## src/inc/ata_bridge_pkg.sv

```systemverilog
package ata_bridge_pkg;
    // register index; byte address is four times the index
    localparam logic [4:0] IDX_DATA = 5'h00;
    localparam logic [4:0] IDX_ERROR = 5'h01;
    localparam logic [4:0] IDX_COUNT = 5'h02;
    localparam logic [4:0] IDX_LBA_LOW = 5'h03;
    localparam logic [4:0] IDX_LBA_MID = 5'h04;
    localparam logic [4:0] IDX_LBA_HIGH = 5'h05;
    localparam logic [4:0] IDX_DEVICE = 5'h06;
    localparam logic [4:0] IDX_STATUS = 5'h07;
    localparam logic [4:0] IDX_ALT_STATUS = 5'h0e;
    localparam logic [4:0] IDX_SENSE = 5'h10;
    localparam logic [4:0] IDX_INFO = 5'h11;
    // status bits
    localparam int ST_BSY = 7;
    localparam int ST_DRDY = 6;
    localparam int ST_DRQ = 3;
    localparam int ST_ERR = 0;
    // error bits
    localparam int ER_ICRC = 7;
    localparam int ER_MC = 5;
    localparam int ER_IDNF = 4;
    localparam int ER_ABRT = 2;
    localparam int ER_NM = 1;
    localparam int DEV_LBA = 6;
    localparam int DC_SRST = 2;
    // command and packet codes
    localparam logic [7:0] CMD_IDENTIFY = 8'hec;
    localparam logic [7:0] CMD_IDENTIFY_PKT = 8'ha1;
    localparam logic [7:0] CMD_SET_FEATURES = 8'hef;
    localparam logic [7:0] CMD_PACKET = 8'ha0;
    localparam logic [7:0] PKT_INQUIRY = 8'h12;
    localparam logic [7:0] PKT_READ_CAPACITY = 8'h25;
    localparam logic [2:0] PKT_WORDS = 3'h6;
    // sense data
    localparam logic [7:0] SK_NOT_READY = 8'h02;
    localparam logic [7:0] SK_HW_ERROR = 8'h04;
    localparam logic [7:0] SK_ILLEGAL = 8'h05;
    localparam logic [7:0] SK_UNIT_ATTN = 8'h06;
    localparam logic [7:0] SK_ABORTED = 8'h0b;
    localparam logic [7:0] ASC_LUN_COMM = 8'h08;
    localparam logic [7:0] ASC_MEDIUM_CHG = 8'h28;
    localparam logic [7:0] ASC_NO_MEDIUM = 8'h3a;
    localparam logic [7:0] ASC_BAD_OPCODE = 8'h20;
    localparam logic [7:0] ASC_NONE = 8'h00;
    localparam logic [7:0] ASCQ_NONE = 8'h00;
    localparam int INIT_CYCLES_DEF = 16;

    typedef enum logic [3:0] {
        RES_OK = 4'h0,
        RES_UNSUPPORTED = 4'h1,
        RES_DEV_ERROR = 4'h2,
        RES_DISCONNECTED = 4'h3,
        RES_OUT_OF_RANGE = 4'h4,
        RES_UDMA_CRC = 4'h5,
        RES_MEDIA_CHANGED = 4'h6,
        RES_NO_MEDIA = 4'h7,
        RES_USB_PROTO = 4'h8,
        RES_NO_RESPONSE = 4'h9,
        RES_CONNECTED = 4'ha,
        RES_REMOVED = 4'hb
    } result_e;

    typedef enum logic [2:0] {
        ST_WAIT_LOCK = 3'h0,
        ST_INIT = 3'h1,
        ST_IDLE = 3'h2,
        ST_PACKET = 3'h3,
        ST_EXEC = 3'h4
    } state_e;

    typedef struct packed {
        logic is_packet;
        logic [7:0] code;
        logic [7:0] packet_op;
        logic chs;
        logic [7:0] count;
        logic [27:0] address;
    } cmd_s;

    typedef struct packed {
        logic done;
        result_e result;
    } res_s;
endpackage

```

## src/logic/ata_bridge_status_reporting.sv

```systemverilog
// The Wishbone register port and the placing of the registers were decided locally.
`timescale 1ns/1ps
// What this block does
// - after init dasp low while busy or drq, else high
// - during init dasp senses slave presence
// - on normal start busy and lock pin high
// - clear busy when init completes
// - accept identify, set features, inquiry, capacity
// - ata failure sets err with cause bits
// - abort alone for unsupported, error, disconnect
// - abort plus idnf for unreachable address
// - abort plus icrc for ultra dma crc
// - media changed bit on change
// - no media bit when absent
// - packet failure sets chk with sense
// - sense 04/08/00 on usb error, no answer
// - sense 06/28/00 on connect or change
// - sense 02/3a/00 on disconnect or removal
// - task file reachable over local bus
// - no attribute memory present
// - chs addressing accepted besides lba
// - data word access only, others low byte, sense both bytes
// - stay busy on nak until host reset or soft reset
module ata_bridge_status_reporting #(
    parameter int INIT_CYCLES = ata_bridge_pkg::INIT_CYCLES_DEF
) (
    input wire logic clock_i,
    input wire logic resetn_i,
    input wire logic wb_cyc_i,
    input wire logic wb_stb_i,
    input wire logic wb_we_i,
    input wire logic [6:0] wb_adr_i,
    input wire logic [3:0] wb_sel_i,
    input wire logic [31:0] wb_dat_i,
    output logic [31:0] wb_dat_o,
    output logic wb_ack_o,
    input wire logic pll_lock_i,
    input wire logic host_reset_n_i,
    input wire logic dasp_i,
    output logic dasp_o,
    output logic dasp_oe_o,
    output logic general_port_pin_thirteen_o,
    output logic cmd_valid_o,
    output ata_bridge_pkg::cmd_s cmd_o,
    input wire ata_bridge_pkg::res_s res_i
);

    ////////////////////////////////////////////////////////////////////
    // pin synchronisers
    logic [1:0] lock_sync;
    logic [1:0] hrst_sync;
    logic [1:0] dasp_sync;

    always_ff @(posedge clock_i or negedge resetn_i) begin
        if (!resetn_i) begin
            lock_sync <= 2'h0;
            hrst_sync <= 2'h3;
            dasp_sync <= 2'h3;
        end else begin
            lock_sync <= {lock_sync[0], pll_lock_i};
            hrst_sync <= {hrst_sync[0], host_reset_n_i};
            dasp_sync <= {dasp_sync[0], dasp_i};
        end
    end

    logic lock_s;
    logic host_reset_s;
    logic dasp_s;
    assign lock_s = lock_sync[1];
    assign host_reset_s = ~hrst_sync[1];
    assign dasp_s = dasp_sync[1];

    ////////////////////////////////////////////////////////////////////
    // bus decode
    logic [4:0] idx;
    logic req;
    logic wr;
    logic rd;
    logic word_ok;
    assign idx = wb_adr_i[6:2];
    assign req = wb_cyc_i & wb_stb_i & wb_ack_o;
    assign wr = req & wb_we_i;
    assign rd = req & ~wb_we_i;
    assign word_ok = (wb_sel_i[1:0] == 2'h3);

    ////////////////////////////////////////////////////////////////////
    // result mapping
    function automatic logic [7:0] ata_error(
        input ata_bridge_pkg::result_e r
    );
        logic [7:0] e;
        e = 8'h00;
        case (r)
            ata_bridge_pkg::RES_OUT_OF_RANGE: begin
                e[ata_bridge_pkg::ER_ABRT] = 1'b1;
                e[ata_bridge_pkg::ER_IDNF] = 1'b1;
            end
            ata_bridge_pkg::RES_UDMA_CRC: begin
                e[ata_bridge_pkg::ER_ABRT] = 1'b1;
                e[ata_bridge_pkg::ER_ICRC] = 1'b1;
            end
            ata_bridge_pkg::RES_MEDIA_CHANGED: begin
                e[ata_bridge_pkg::ER_MC] = 1'b1;
            end
            ata_bridge_pkg::RES_NO_MEDIA: begin
                e[ata_bridge_pkg::ER_NM] = 1'b1;
            end
            ata_bridge_pkg::RES_OK: e = 8'h00;
            default: begin
                e[ata_bridge_pkg::ER_ABRT] = 1'b1;
            end
        endcase
        return e;
    endfunction

    function automatic logic [23:0] sense(
        input ata_bridge_pkg::result_e r
    );
        logic [23:0] s;
        case (r)
            ata_bridge_pkg::RES_USB_PROTO,
            ata_bridge_pkg::RES_NO_RESPONSE: begin
                s = {ata_bridge_pkg::SK_HW_ERROR,
                     ata_bridge_pkg::ASC_LUN_COMM,
                     ata_bridge_pkg::ASCQ_NONE};
            end
            ata_bridge_pkg::RES_CONNECTED,
            ata_bridge_pkg::RES_MEDIA_CHANGED: begin
                s = {ata_bridge_pkg::SK_UNIT_ATTN,
                     ata_bridge_pkg::ASC_MEDIUM_CHG,
                     ata_bridge_pkg::ASCQ_NONE};
            end
            ata_bridge_pkg::RES_DISCONNECTED,
            ata_bridge_pkg::RES_REMOVED,
            ata_bridge_pkg::RES_NO_MEDIA: begin
                s = {ata_bridge_pkg::SK_NOT_READY,
                     ata_bridge_pkg::ASC_NO_MEDIUM,
                     ata_bridge_pkg::ASCQ_NONE};
            end
            ata_bridge_pkg::RES_UNSUPPORTED: begin
                s = {ata_bridge_pkg::SK_ILLEGAL,
                     ata_bridge_pkg::ASC_BAD_OPCODE,
                     ata_bridge_pkg::ASCQ_NONE};
            end
            default: begin
                s = {ata_bridge_pkg::SK_ABORTED, ata_bridge_pkg::ASC_NONE,
                     ata_bridge_pkg::ASCQ_NONE};
            end
        endcase
        return s;
    endfunction

    ////////////////////////////////////////////////////////////////////
    // task file state
    ata_bridge_pkg::state_e state;
    ata_bridge_pkg::state_e next_state;
    logic [7:0] status;
    logic [7:0] next_status;
    logic [7:0] error;
    logic [7:0] next_error;
    logic [7:0] count;
    logic [7:0] next_count;
    logic [7:0] lba_low;
    logic [7:0] next_lba_low;
    logic [7:0] lba_mid;
    logic [7:0] next_lba_mid;
    logic [7:0] lba_high;
    logic [7:0] next_lba_high;
    logic [7:0] device;
    logic [7:0] next_device;
    logic [7:0] devctl;
    logic [7:0] next_devctl;
    logic [15:0] asc_q;
    logic [15:0] next_asc_q;
    logic [7:0] command;
    logic [7:0] next_command;
    logic [7:0] packet_op;
    logic [7:0] next_packet_op;
    logic [2:0] pkt_words;
    logic [2:0] next_pkt_words;
    logic [15:0] init_cnt;
    logic [15:0] next_init_cnt;
    logic slave_present;
    logic next_slave_present;
    logic lock_pin;
    logic next_lock_pin;
    logic issue;
    logic next_issue;
    logic [31:0] rdata;
    logic [31:0] next_rdata;
    logic ack;
    logic next_ack;

    logic init_done;
    logic abort;
    logic [23:0] sns;
    assign init_done = (state != ata_bridge_pkg::ST_WAIT_LOCK) &&
                       (state != ata_bridge_pkg::ST_INIT);
    assign abort = host_reset_s | devctl[ata_bridge_pkg::DC_SRST];
    assign sns = sense(res_i.result);

    always_comb begin
        next_state = state;
        next_status = status;
        next_error = error;
        next_count = count;
        next_lba_low = lba_low;
        next_lba_mid = lba_mid;
        next_lba_high = lba_high;
        next_device = device;
        next_devctl = devctl;
        next_asc_q = asc_q;
        next_command = command;
        next_packet_op = packet_op;
        next_pkt_words = pkt_words;
        next_init_cnt = init_cnt;
        next_slave_present = slave_present;
        next_lock_pin = lock_pin;
        next_issue = 1'b0;
        next_ack = wb_cyc_i & wb_stb_i & ~ack;
        next_rdata = rdata;

        // registers software writes; busy blocks all but device control
        if (wr && idx == ata_bridge_pkg::IDX_ALT_STATUS) begin
            next_devctl = wb_dat_i[7:0];
        end
        if (wr && !status[ata_bridge_pkg::ST_BSY]) begin
            case (idx)
                ata_bridge_pkg::IDX_COUNT: next_count = wb_dat_i[7:0];
                ata_bridge_pkg::IDX_LBA_LOW: next_lba_low = wb_dat_i[7:0];
                ata_bridge_pkg::IDX_LBA_MID: next_lba_mid = wb_dat_i[7:0];
                ata_bridge_pkg::IDX_LBA_HIGH: next_lba_high = wb_dat_i[7:0];
                ata_bridge_pkg::IDX_DEVICE: next_device = wb_dat_i[7:0];
                default: ;
            endcase
        end

        case (state)
            ata_bridge_pkg::ST_WAIT_LOCK: begin
                next_status = 8'h80;
                if (lock_s) begin
                    next_lock_pin = 1'b1;
                    next_status[ata_bridge_pkg::ST_BSY] = 1'b1;
                    next_state = ata_bridge_pkg::ST_INIT;
                end
            end
            ata_bridge_pkg::ST_INIT: begin
                next_init_cnt = init_cnt + 16'h0001;
                if (init_cnt == 16'(INIT_CYCLES - 1)) begin
                    next_slave_present = ~dasp_s;
                    next_status = 8'h00;
                    next_status[ata_bridge_pkg::ST_DRDY] = 1'b1;
                    next_state = ata_bridge_pkg::ST_IDLE;
                end
            end
            ata_bridge_pkg::ST_IDLE: begin
                // relied on: command writes while busy are dropped
                if (wr && idx == ata_bridge_pkg::IDX_STATUS) begin
                    next_command = wb_dat_i[7:0];
                    next_error = 8'h00;
                    if (wb_dat_i[7:0] == ata_bridge_pkg::CMD_PACKET) begin
                        next_status = 8'h48;
                        next_pkt_words = 3'h0;
                        next_state = ata_bridge_pkg::ST_PACKET;
                    end else begin
                        // every code incl. identify and set features
                        next_status = 8'h80;
                        next_issue = 1'b1;
                        next_state = ata_bridge_pkg::ST_EXEC;
                    end
                end
            end
            ata_bridge_pkg::ST_PACKET: begin
                if (wr && idx == ata_bridge_pkg::IDX_DATA && word_ok) begin
                    if (pkt_words == 3'h0) begin
                        next_packet_op = wb_dat_i[7:0];
                    end
                    next_pkt_words = pkt_words + 3'h1;
                    if (pkt_words == ata_bridge_pkg::PKT_WORDS - 3'h1) begin
                        next_status = 8'h80;
                        next_issue = 1'b1;
                        next_state = ata_bridge_pkg::ST_EXEC;
                    end
                end
            end
            ata_bridge_pkg::ST_EXEC: begin
                // busy holds while storage naks
                if (res_i.done) begin
                    next_status = 8'h40;
                    next_state = ata_bridge_pkg::ST_IDLE;
                    if (res_i.result != ata_bridge_pkg::RES_OK) begin
                        next_status[ata_bridge_pkg::ST_ERR] = 1'b1;
                        if (command == ata_bridge_pkg::CMD_PACKET) begin
                            next_error = {sns[19:16], 4'h4};
                            next_asc_q = sns[15:0];
                        end else begin
                            next_error = ata_error(res_i.result);
                        end
                    end
                end
            end
            default: begin
                next_state = ata_bridge_pkg::ST_IDLE;
            end
        endcase

        if (abort && init_done) begin
            next_status = 8'h40;
            next_error = 8'h00;
            next_issue = 1'b0;
            next_state = ata_bridge_pkg::ST_IDLE;
        end

        if (next_ack && !wb_we_i) begin
            next_rdata = 32'h0000_0000;
            case (idx)
                ata_bridge_pkg::IDX_ERROR: next_rdata[7:0] = error;
                ata_bridge_pkg::IDX_COUNT: next_rdata[7:0] = count;
                ata_bridge_pkg::IDX_LBA_LOW: next_rdata[7:0] = lba_low;
                ata_bridge_pkg::IDX_LBA_MID: next_rdata[7:0] = lba_mid;
                ata_bridge_pkg::IDX_LBA_HIGH: next_rdata[7:0] = lba_high;
                ata_bridge_pkg::IDX_DEVICE: next_rdata[7:0] = device;
                ata_bridge_pkg::IDX_STATUS: next_rdata[7:0] = status;
                ata_bridge_pkg::IDX_ALT_STATUS: next_rdata[7:0] = status;
                ata_bridge_pkg::IDX_SENSE: next_rdata[15:0] = asc_q;
                ata_bridge_pkg::IDX_INFO: begin
                    next_rdata[1:0] = {slave_present, init_done};
                end
                default: ;
            endcase
        end
    end

    always_ff @(posedge clock_i or negedge resetn_i) begin
        if (!resetn_i) begin
            state <= ata_bridge_pkg::ST_WAIT_LOCK;
            status <= 8'h80;
            error <= 8'h00;
            count <= 8'h00;
            lba_low <= 8'h00;
            lba_mid <= 8'h00;
            lba_high <= 8'h00;
            device <= 8'h00;
            devctl <= 8'h00;
            asc_q <= 16'h0000;
            command <= 8'h00;
            packet_op <= 8'h00;
            pkt_words <= 3'h0;
            init_cnt <= 16'h0000;
            slave_present <= 1'b0;
            lock_pin <= 1'b0;
            issue <= 1'b0;
            rdata <= 32'h0000_0000;
            ack <= 1'b0;
        end else begin
            state <= next_state;
            status <= next_status;
            error <= next_error;
            count <= next_count;
            lba_low <= next_lba_low;
            lba_mid <= next_lba_mid;
            lba_high <= next_lba_high;
            device <= next_device;
            devctl <= next_devctl;
            asc_q <= next_asc_q;
            command <= next_command;
            packet_op <= next_packet_op;
            pkt_words <= next_pkt_words;
            init_cnt <= next_init_cnt;
            slave_present <= next_slave_present;
            lock_pin <= next_lock_pin;
            issue <= next_issue;
            rdata <= next_rdata;
            ack <= next_ack;
        end
    end

    ////////////////////////////////////////////////////////////////////
    // outputs
    logic active;
    assign active = status[ata_bridge_pkg::ST_BSY] |
                    status[ata_bridge_pkg::ST_DRQ];
    assign wb_ack_o = ack;
    assign wb_dat_o = rdata;
    assign general_port_pin_thirteen_o = lock_pin;
    assign dasp_oe_o = init_done;
    assign dasp_o = ~active;
    assign cmd_valid_o = issue;
    assign cmd_o.is_packet = (command == ata_bridge_pkg::CMD_PACKET);
    assign cmd_o.code = command;
    assign cmd_o.packet_op = packet_op;
    assign cmd_o.chs = ~device[ata_bridge_pkg::DEV_LBA];
    assign cmd_o.count = count;
    assign cmd_o.address = {device[3:0], lba_high, lba_mid, lba_low};

endmodule

```

## config.mk

```make
export PLATFORM = sky130hd
export DESIGN_NAME = ata_bridge_status_reporting
export DESIGN_NICKNAME = d
export VERILOG_FILES = /design/src/inc/ata_bridge_pkg.sv /design/src/logic/ata_bridge_status_reporting.sv
export SDC_FILE = /design/constraint.sdc
export NUM_CORES = 1
export LEC_CHECK = 0
export ABC_AREA = 1
export BUFFER_PORTS_ARGS = -buffer_cell sky130_fd_sc_hd__buf_2
export CAP_MARGIN = 30
export CORE_ASPECT_RATIO = 1.5
export CORE_MARGIN = 3
export CORE_UTILIZATION = 58
export CTS_CLUSTER_DIAMETER = 100
export CTS_CLUSTER_SIZE = 16
export DETAILED_ROUTE_END_ITERATION = 8
export GPL_TIMING_DRIVEN = 0
export MAX_ROUTING_LAYER = met4
export PLACE_DENSITY = 0.95
export SKIP_LAST_GASP = 1
export SLEW_MARGIN = 10
export SYNTH_ARGS = -nofsm -noshare
export SYNTH_HDL_FRONTEND = slang
export SYNTH_SLANG_ARGS = --single-unit
```

## constraint.sdc

```tcl
create_clock -name clock_i -period 3 [get_ports clock_i]
set_clock_uncertainty 0.1 [all_clocks]
set_input_delay 0.6 -clock clock_i [delete_from_list [all_inputs] [get_ports clock_i]]
set_output_delay 0.6 -clock clock_i [all_outputs]
set_load 0.02 [all_outputs]
```

; ---- Word level (Yosys, flattened, before mapping)
; Memories as Yosys holds them, arrays and structs flattened.
; Cells that the tools add are included.
[totals]
ff_bits = 139
latch_bits = 0
mem_bits_rw = 0
romBits = 128
input_bits = 56
output_inout_bits = 91
word_cells = 147
n_memories = 1
[memory_table]
columns = memory, words, width, read_ports, rd_clocked_by_memory_dff, write_ports, line
row1 = (name not given), 16, 8, 1, 0, 0, ata_bridge_status_reporting.sv:120  ; case (r)
[op_classes]
addsub = 2
mul = 0
div = 0
n_lt_le_gt_ge = 0
eq_ne = 34
shift = 0
muxes = 42
n_bitwise = 11
n_reduce_logical = 35
[ops]
columns = cell, n
row1 = $mux W8, 13
row2 = $pmux W6 S8, 1
row3 = $pmux W8 S5, 1
row4 = $mux W3, 11
row5 = $ne A3 B3 Y1 const B, 7
row6 = $eq A5 B3 Y1 const B, 4
row7 = $pmux W2 S9, 1
row8 = $add A16 B1 Y16 const B, 1
row9 = $eq A16 B4 Y1 const B, 1
row10 = $eq A4 B3 Y1 const B, 4
row11 = $eq A8 B8 Y1 const B, 2
row12 = $pmux W8 S2, 1
row13 = $reduce_and A2 Y1, 8
row14 = $pmux W3 S5, 1
row15 = $reduce_and A4 Y1, 3
row16 = $reduce_and A6 Y1, 2
row17 = $mux W1, 11
row18 = $eq A5 B2 Y1 const B, 2
row19 = $eq A5 B5 Y1 const B, 2
row20 = $logic_and A1 B1 Y1, 8
row21 = $eq A3 B2 Y1 const B, 2
row22 = $eq A3 B3 Y1 const B, 2
row23 = $logic_not A3 Y1, 2
row24 = $ne A2 B2 Y1 const B, 3
row25 = other kinds (21), 31

; ---- Depth between registers and ports, before layout
; Gate-level depths: netlist (run 1).
[depth]
ltp_word = 8
depth_mapped = 11
mapped_depth_nobuf = 11

; ---- Worst setup path after synthesis (run 1)
; No wires, ideal clock.
[synth_path]
kind = input -> register
from = input wb_adr_i[2]
to = register packet_op[6]
setup_time_ns = 0.122
arrival_time_ns = 1.562
required_ns = 2.778
setup_slack_ns = 1.216
stages = 9
cell_sequence = nor2_4 -> inv_2 -> nor2_2 -> nand3_2 -> nor2_4 -> nand3b_4 -> buf_6 -> nand2_1 -> o21ai_2
[synth_between]
elab_chain_len = 4
[synth_lines]
columns = item, line
row1 = "start, declared", ata_bridge_status_reporting.sv:32  ; input wire logic [6:0] wb_adr_i,
row2 = $logic_not A5 Y1, ata_bridge_status_reporting.sv:274  ; if (wr && idx == ata_bridge_pkg::IDX_DATA && word_ok) begin
row3 = $logic_and A1 B1 Y1 (2 in a row), ata_bridge_status_reporting.sv:274
row4 = $reduce_and A3 Y1 (no source line), n/a
row5 = "end signal, assigned", ata_bridge_status_reporting.sv:367  ; packet_op <= next_packet_op;
row6 = "end, declared", ata_bridge_status_reporting.sv:177  ; logic [7:0] packet_op;
; No other way between the ends.
; A chain may end at the register's enable or synchronous reset.

==> results.py, run 1 <==
metrics = {
    "sta": {
        "finalSetupViolations": 0,
        "finalHoldViolCount": 0,
        "slew_headroom_pct": 60.1,
        "setup_ws_ns": 0.603,
        "worstMarginPinSlew_ns": 0.596,
        "finalCriticalPeriod_ns": 2.40,
        "rsz0062_at_grt": "false",
        "report.final.slew_viol_count": 0,
        "fin_crit_sh_pct": 79.9,
        "max_freq_ghz": 0.417,
        "fin_tns_setup_ns": 0,
    },
    "critical_path": {
        "cp_max_fo": 10,
        "cp_num_cells": 4,
        "r2r_start": "wb_ack_o",
        "critPathCapture": "cmd_o[53]",
        "r2r_cells": 8,
        "setup.worst_path.class": "flop to primary output",
        "reg2reg_to": "lba_mid[6]",
        "path_buf_inv": 1,
        "end_kind": "primary output",
        "worst_setup_path_start_kind": "flop",
        "crit_arrival_ns": 1.70,
        "worstPathCellList": "nor2_1, nand3_1, nor2_2, buf_2",
        "rrSetupSlack_ns": 1.12,
        "slowest_delay_ns": 0.42,
        "slowest_stage": "nor2_2",
        "crit_required_ns": 2.30,
        "startpoint": "command[4]",
        "cp_top_family": "simple AND/OR/NAND/NOR gates",
    },
    "power_and_ir_drop": {
        "comb_power_share_pct": 19.7,
        "intPower_w": 0.00307,
        "p_leak_nw": 3.79,
        "cellPowerDensity_nw_per_um2": 631,
        "power_frac_seq_pct": 38.5,
        "pwr-share-clk_pct": 41.8,
        "sw_frac_of_total_pct": 30.9,
        "power.switching_w": 0.00137,
        "vdd_ir_drop_max_uv": 572,
    },
    "cells_and_area": {
        "final_core_util_pct": 74.2,
        "final_cell_area_sq_um": 7030,
        "register_area_sq_um": 2830,
        "multi_input_area_sq_um": 2470,
        "nets": 899,
        "n_fill_cell": 670,
        "antenna_cells": 0,
        "drive_gt1_share_pct": 25.2,
        "syn_to_final_growth_pct": 22.5,
    },
    "global_routing": {
        "track_usage_pct": 29.2,
        "overflow": 0,
        "use_met1_pct": 32.4,
        "top_usage_layer": "met2",
        "grtUsageMet2_pct": 47.4,
        "grt_pass1_wl_microns": 24400,
        "grt_pass1_vias": 5173,
        "gr-usage-met3_pct": 7.20,
        "antenna_found_initial": 0,
        "grt_max_degree": 76,
    },
    "detailed_routing": {
        "first_pass_iters": 5,
        "ant_nets": 0,
        "wire_per_inst_microns": 15.3,
        "drt_iter0_drc": 466,
        "vias": 5294,
        "drc_errors": 0,
        "wl_microns": 14700,
        "vias_per_cell": 5.49,
    },
    "cts": {
        "cts_buffer_depth": 2,
        "worstSkewPairLatency_ns": 0.41,
        "h-tree-depth": 4,
        "ctsResizeCount": 0,
        "cts_buffers": 17,
        "cts_setup_buffers": 0,
        "clkTransAtPathRegs_ns": 0.05,
        "hold_buffers": 1,
        "clockRootBuffer": "clkbuf_16",
        "cts_tree": "yes",
        "cts_sinks": 113,
    },
    "synth": {
        "yosysUniqueCellTypes": 39,
        "synthTopCellsByCount": "nand2_1, dfrtp_1, o21ai_0, inv_1, nor2_1",
        "yosys_warnings": 0,
        "synthCells": 702,
        "ys_seq_area_share_pct": 49.4,
        "synth-seq-cells": 113,
        "yosys.cell_count.top_type": "nand2_1",
        "async_flop_share_pct": 100,
        "synth_edf_count": 0,
        "synth_area_leaders": "dfrtp_1, nand2_1, o21ai_0",
        "yosysTopAreaCell": "dfrtp_1",
        "synth_ff_type": "dfrtp_1",
        "synth_top_area_share_pct": 47.1,
        "mappedNetlistArea_sq_um": 5740,
        "syn_avg_cell_area_sq_um": 8.18,
    },
    "placed_design": {
        "dpl.hpwl_microns": 10600,
        "pre_cts_slack_ns": 0.802,
        "port_buffers": 97,
        "globalplace.congestion": 0.979,
        "placed_area_sq_um": 6470,
    },
    "die": {
        "die_h_microns": 128,
        "ios": 147,
        "rows": 43,
        "core_sq_um": 9470,
        "dieWidth_microns": 87.2,
        "initial_core_util_pct": 60.6,
        "fp.dieArea_sq_um": 11100,
    },
    "outcome": {
        "status": "completed",
    },
    "hold_path": {
        "hp-class": "primary input to flop",
    },
    "flow_run": {
        "drv_cap": 0,
    },
}
==> metal layers <==
layer  wire [microns]  vias to the layer above
li1                 -                     2483
met1             5230                     2468
met2             7500                      274
met3             1210                       69
met4              778                        0
met5                0                        -
==> placed cells by master, fill, tap and decap left out, types with 6 or more instances in the layout <==
cell type / netlist / final
nor2_1: 49 / 49
conb_1: 1 / 20
xnor2_1: 7 / 7
a21oi_1: 11 / 11
clkbuf_1: 5 / 8
o21ai_0: 70 / 70
nor2_4: 7 / 7
xor2_1: 7 / 7
nand2_2: 8 / 8
dfrtp_1: 108 / 108
buf_4: 25 / 25
inv_2: 6 / 6
o21ai_2: 8 / 8
nand2_1: 220 / 220
buf_2: 4 / 100
nor2_2: 7 / 7
nand4_1: 7 / 7
inv_1: 62 / 62
clkbuf_16: 0 / 17
nand3_1: 47 / 47
==> worst min path at each step <==
stage                         from      endpoint  slack (ns)  depth (start not counted)
finish              host_reset_n_i  hrst_sync[0]        0.19                          1
CTS                 host_reset_n_i  hrst_sync[0]        0.18                          1
global placement      lock_sync[0]  lock_sync[1]        0.23                          0
global route                dasp_i  dasp_sync[0]        0.17                          1
detailed placement    lock_sync[0]  lock_sync[1]        0.25                          0
floorplan                 resetn_i     asc_q[11]        0.20                          0
==> per-stage QoR <==
step / power [W] / std cells / hold WS, ns
after floorplan: 0.00236 / 721 / 0.204
after global placement: 0.00256 / 930 / 0.233
after CTS: 0.00444 / 964 / 0.178
final: 0.00444 / 964 / 0.188
after detailed placement: 0.00259 / 931 / 0.246
after global routing: 0.00465 / 964 / 0.174
==> power groups by stage <==
| stage | sequential, W | combinational, W | clock [W] |
|---|---|---|---|
| finish | 0.00171 | 0.000876 | 0.00186 |
| floorplan | 0.00173 | 0.000625 | 0 |
| CTS | 0.00171 | 0.000872 | 0.00187 |
| global route | 0.00172 | 0.000982 | 0.00195 |
| global placement | 0.00173 | 0.000830 | 0 |
| detailed placement | 0.00173 | 0.000861 | 0 |
==> flip-flops by register name (all words and copies together) (netlist names) <==
name and flops:
init_cnt 16, dasp_sync 2, error 6, wb_ack_o 1, pkt_words 3, lba_low 8
cmd_valid_o 1, packet_op 8, lock_sync 2, lba_high 8, status 4, device 8
slave_present 1, count 8, command 8, state 3, lba_mid 8, hrst_sync 2
devctl 1, wb_dat_o 11, general_port_pin_thirteen_o 1, asc_q 3
==> area by class of cell <==
cell class              instances  area share [%]
clock buffers                  22            6.60
well taps                     112            1.99
flip-flops and latches        113            40.3
inverters                      69            3.72
repair buffers                 99            7.53
multi-input cells             503            35.1
clock inverters                10            1.23
plain buffers                  36            3.54
==> cell families (layout without fill, tap and decap cells) <==
group           count (synthesis)  after routing  share of synthesized area (%)
simple gates                  365            365                           29.1
flops                         113            113                           49.4
buf+inv                       105            236                           8.89
xor+xnor                       14             14                           2.14
fa+ha+maj                       4              4                          0.872
compound gates                100            100                           9.55
other cells                     1             20                         0.0653
No activity file was read; power rests on OpenSTA's default activity.
==> run 2: changes to the inputs <==
Settings changed: CORE_UTILIZATION 58 to 48, PLACE_DENSITY 0.95 to 0.86.
Clock period 3 ns to 2.19 ns, I/O delays scaled along.
==> results.py, run 2 (synthesis gave the netlist of run 1 again) <==
metrics = {
    "cts": {
        "clockRootBuffer": "clkbuf_16",
        "h-tree-depth": 4,
        "worstSkewPairLatency_ns": 0.41,
        "cts_buffer_depth": 2,
        "cts_buffers": 17,
        "cts_tree": "yes",
        "clkTransAtPathRegs_ns": 0.05,
        "cts_sinks": 113,
    },
    "die": {
        "initial_core_util_pct": 49.5,
        "core_sq_um": 11600,
        "dieWidth_microns": 95.3,
        "fp.dieArea_sq_um": 13300,
        "die_h_microns": 140,
        "ios": 147,
        "rows": 48,
    },
    "global_routing": {
        "grt_pass1_vias": 5135,
        "grt_max_degree": 70,
        "grt_pass1_wl_microns": 24300,
        "antenna_found_initial": 0,
        "top_usage_layer": "met2",
        "use_met1_pct": 25.4,
        "gr-usage-met3_pct": 6.18,
        "overflow": 0,
        "track_usage_pct": 24.5,
        "grtUsageMet2_pct": 41.6,
    },
    "sta": {
        "max_freq_ghz": 0.485,
        "report.final.slew_viol_count": 0,
        "setup_ws_ns": 0.127,
        "rsz0062_at_grt": "false",
        "fin_tns_setup_ns": 0,
        "finalCriticalPeriod_ns": 2.06,
        "fin_crit_sh_pct": 94.2,
        "finalHoldViolCount": 0,
        "finalSetupViolations": 0,
        "worstMarginPinSlew_ns": 0.597,
        "hold_slack_ns": 0.0228,
        "slew_headroom_pct": 60.0,
    },
    "critical_path": {
        "slowest_stage": "dfrtp_2",
        "worst_setup_path_start_kind": "flop",
        "crit_required_ns": 1.65,
        "setup.worst_path.class": "flop to primary output",
        "worstPathCellList": "nor2_4, nand2_1, nand2_2, inv_1, buf_2",
        "cp_top_family": "flip-flops",
        "slowest_delay_ns": 0.47,
        "path_buf_inv": 2,
        "cp_max_fo": 6,
        "crit_arrival_ns": 1.52,
        "end_kind": "primary output",
    },
    "cells_and_area": {
        "largest_register_ffs": 16,
        "drive_gt1_share_pct": 25.9,
        "final_core_util_pct": 61.9,
        "nets": 901,
        "syn_to_final_growth_pct": 25.0,
        "top_register": "init_cnt",
        "final_cell_area_sq_um": 7170,
        "antenna_cells": 0,
        "layout_common_cells": "nand2_1, dfrtp_1, buf_2",
        "layout_commonest_cell": "nand2_1",
    },
    "placed_design": {
        "port_buffers": 97,
        "placed_area_sq_um": 6520,
        "globalplace.congestion": 0.911,
        "dpl.hpwl_microns": 10800,
        "pre_cts_slack_ns": 0.184,
    },
    "detailed_routing": {
        "vias": 5220,
        "wl_microns": 15200,
        "first_pass_iters": 5,
        "wire_per_inst_microns": 15.1,
        "vias_per_cell": 5.20,
        "drt_iter0_drc": 369,
        "ant_nets": 0,
        "drc_errors": 0,
    },
    "flow_run": {
        "drv_cap": 0,
    },
    "hold_path": {
        "hp-class": "primary input to flop",
    },
    "outcome": {
        "status": "completed",
    },
    "power_and_ir_drop": {
        "cellPowerDensity_nw_per_um2": 897,
        "vdd_ir_drop_max_uv": 659,
        "p_leak_nw": 3.82,
    },
}
-- run 2: cell types whose count changed in the layout (fill, tap and decap cells not counted), moves of 2 or more --
cell	previous run	this run
clkinv_2	5	3
bufinv_16	1	4
buf_4	25	27
dfrtp_1	108	106
dfrtp_2	0	2
-- run 2: power breakdown --
group / leakage [nW] / total [W] / switching, W / internal (W)
clock network: 0.299 / 0.00288 / 0.000935 / 0.00195
logic: 2.00 / 0.00121 / 0.000823 / 0.000388
registers: 1.53 / 0.00234 / 0.000125 / 0.00221
total: 3.82 / 0.00643 / 0.00188 / 0.00455
-- run 2: worst register-to-register path, cell delays in order, from the launching register on --
cell	delay [ns]
dfrtp_1	0.39
nand2_1	0.06
nor2_1	0.22
nand3_1	0.24
inv_1	0.14
nand2_2	0.11
clkbuf_1	0.24
o21ai_0	0.24
-- run 2: repair_timing --
item                                   in CTS  in global routing
endpoints found under the hold margin      40                  0
hold buffers                                1                  0
setup buffers                               0                  2
pin swaps                                   0                  1
cloned                                      0                  0
setup endpoints to repair                   1                  2
gates resized for setup                     1                  4
-- run 2: layout make-up --
cell class,instances,area [sq um]
Buffer,36,249
Tap cell,150,188
Fill cell,962,4420
Multi-Input combinational cell,503,2470
Clock buffer,21,460
Clock inverter,10,159
Sequential cell,113,2840
Timing Repair Buffer,101,544
Inverter,69,262
-- run 2: layer usage --
layer / wire [microns] / vias up
met1: 5470 / 2427
met2: 7940 / 249
met4: 746 / 0
li1: - / 2483
met3: 1030 / 61
met5: 0 / -
-- run 2: metrics by stage --
step	instances	power (W)
2_1_floorplan	721	0.00323
3_3_place_gp	968	0.00352
3_5_place_dp	969	0.00355
4_1_cts	1001	0.00644
5_1_grt	1003	0.00671
6_report	1003	0.00643
-- run 2: path summary, 6_finish.rpt --
path,from,end,slack (ns),cells past startpoint
hold reg to reg,hrst_sync[0],hrst_sync[1],0.25,0
setup / recovery,state[0],dasp_oe_o,0.13,5
hold / removal,host_reset_n_i,hrst_sync[0],0.02,1
max in group asynchronous,resetn_i,status[7],0.86,3
setup reg to reg,wb_ack_o,command[4],0.35,7
min in group asynchronous,resetn_i,packet_op[1],0.41,2
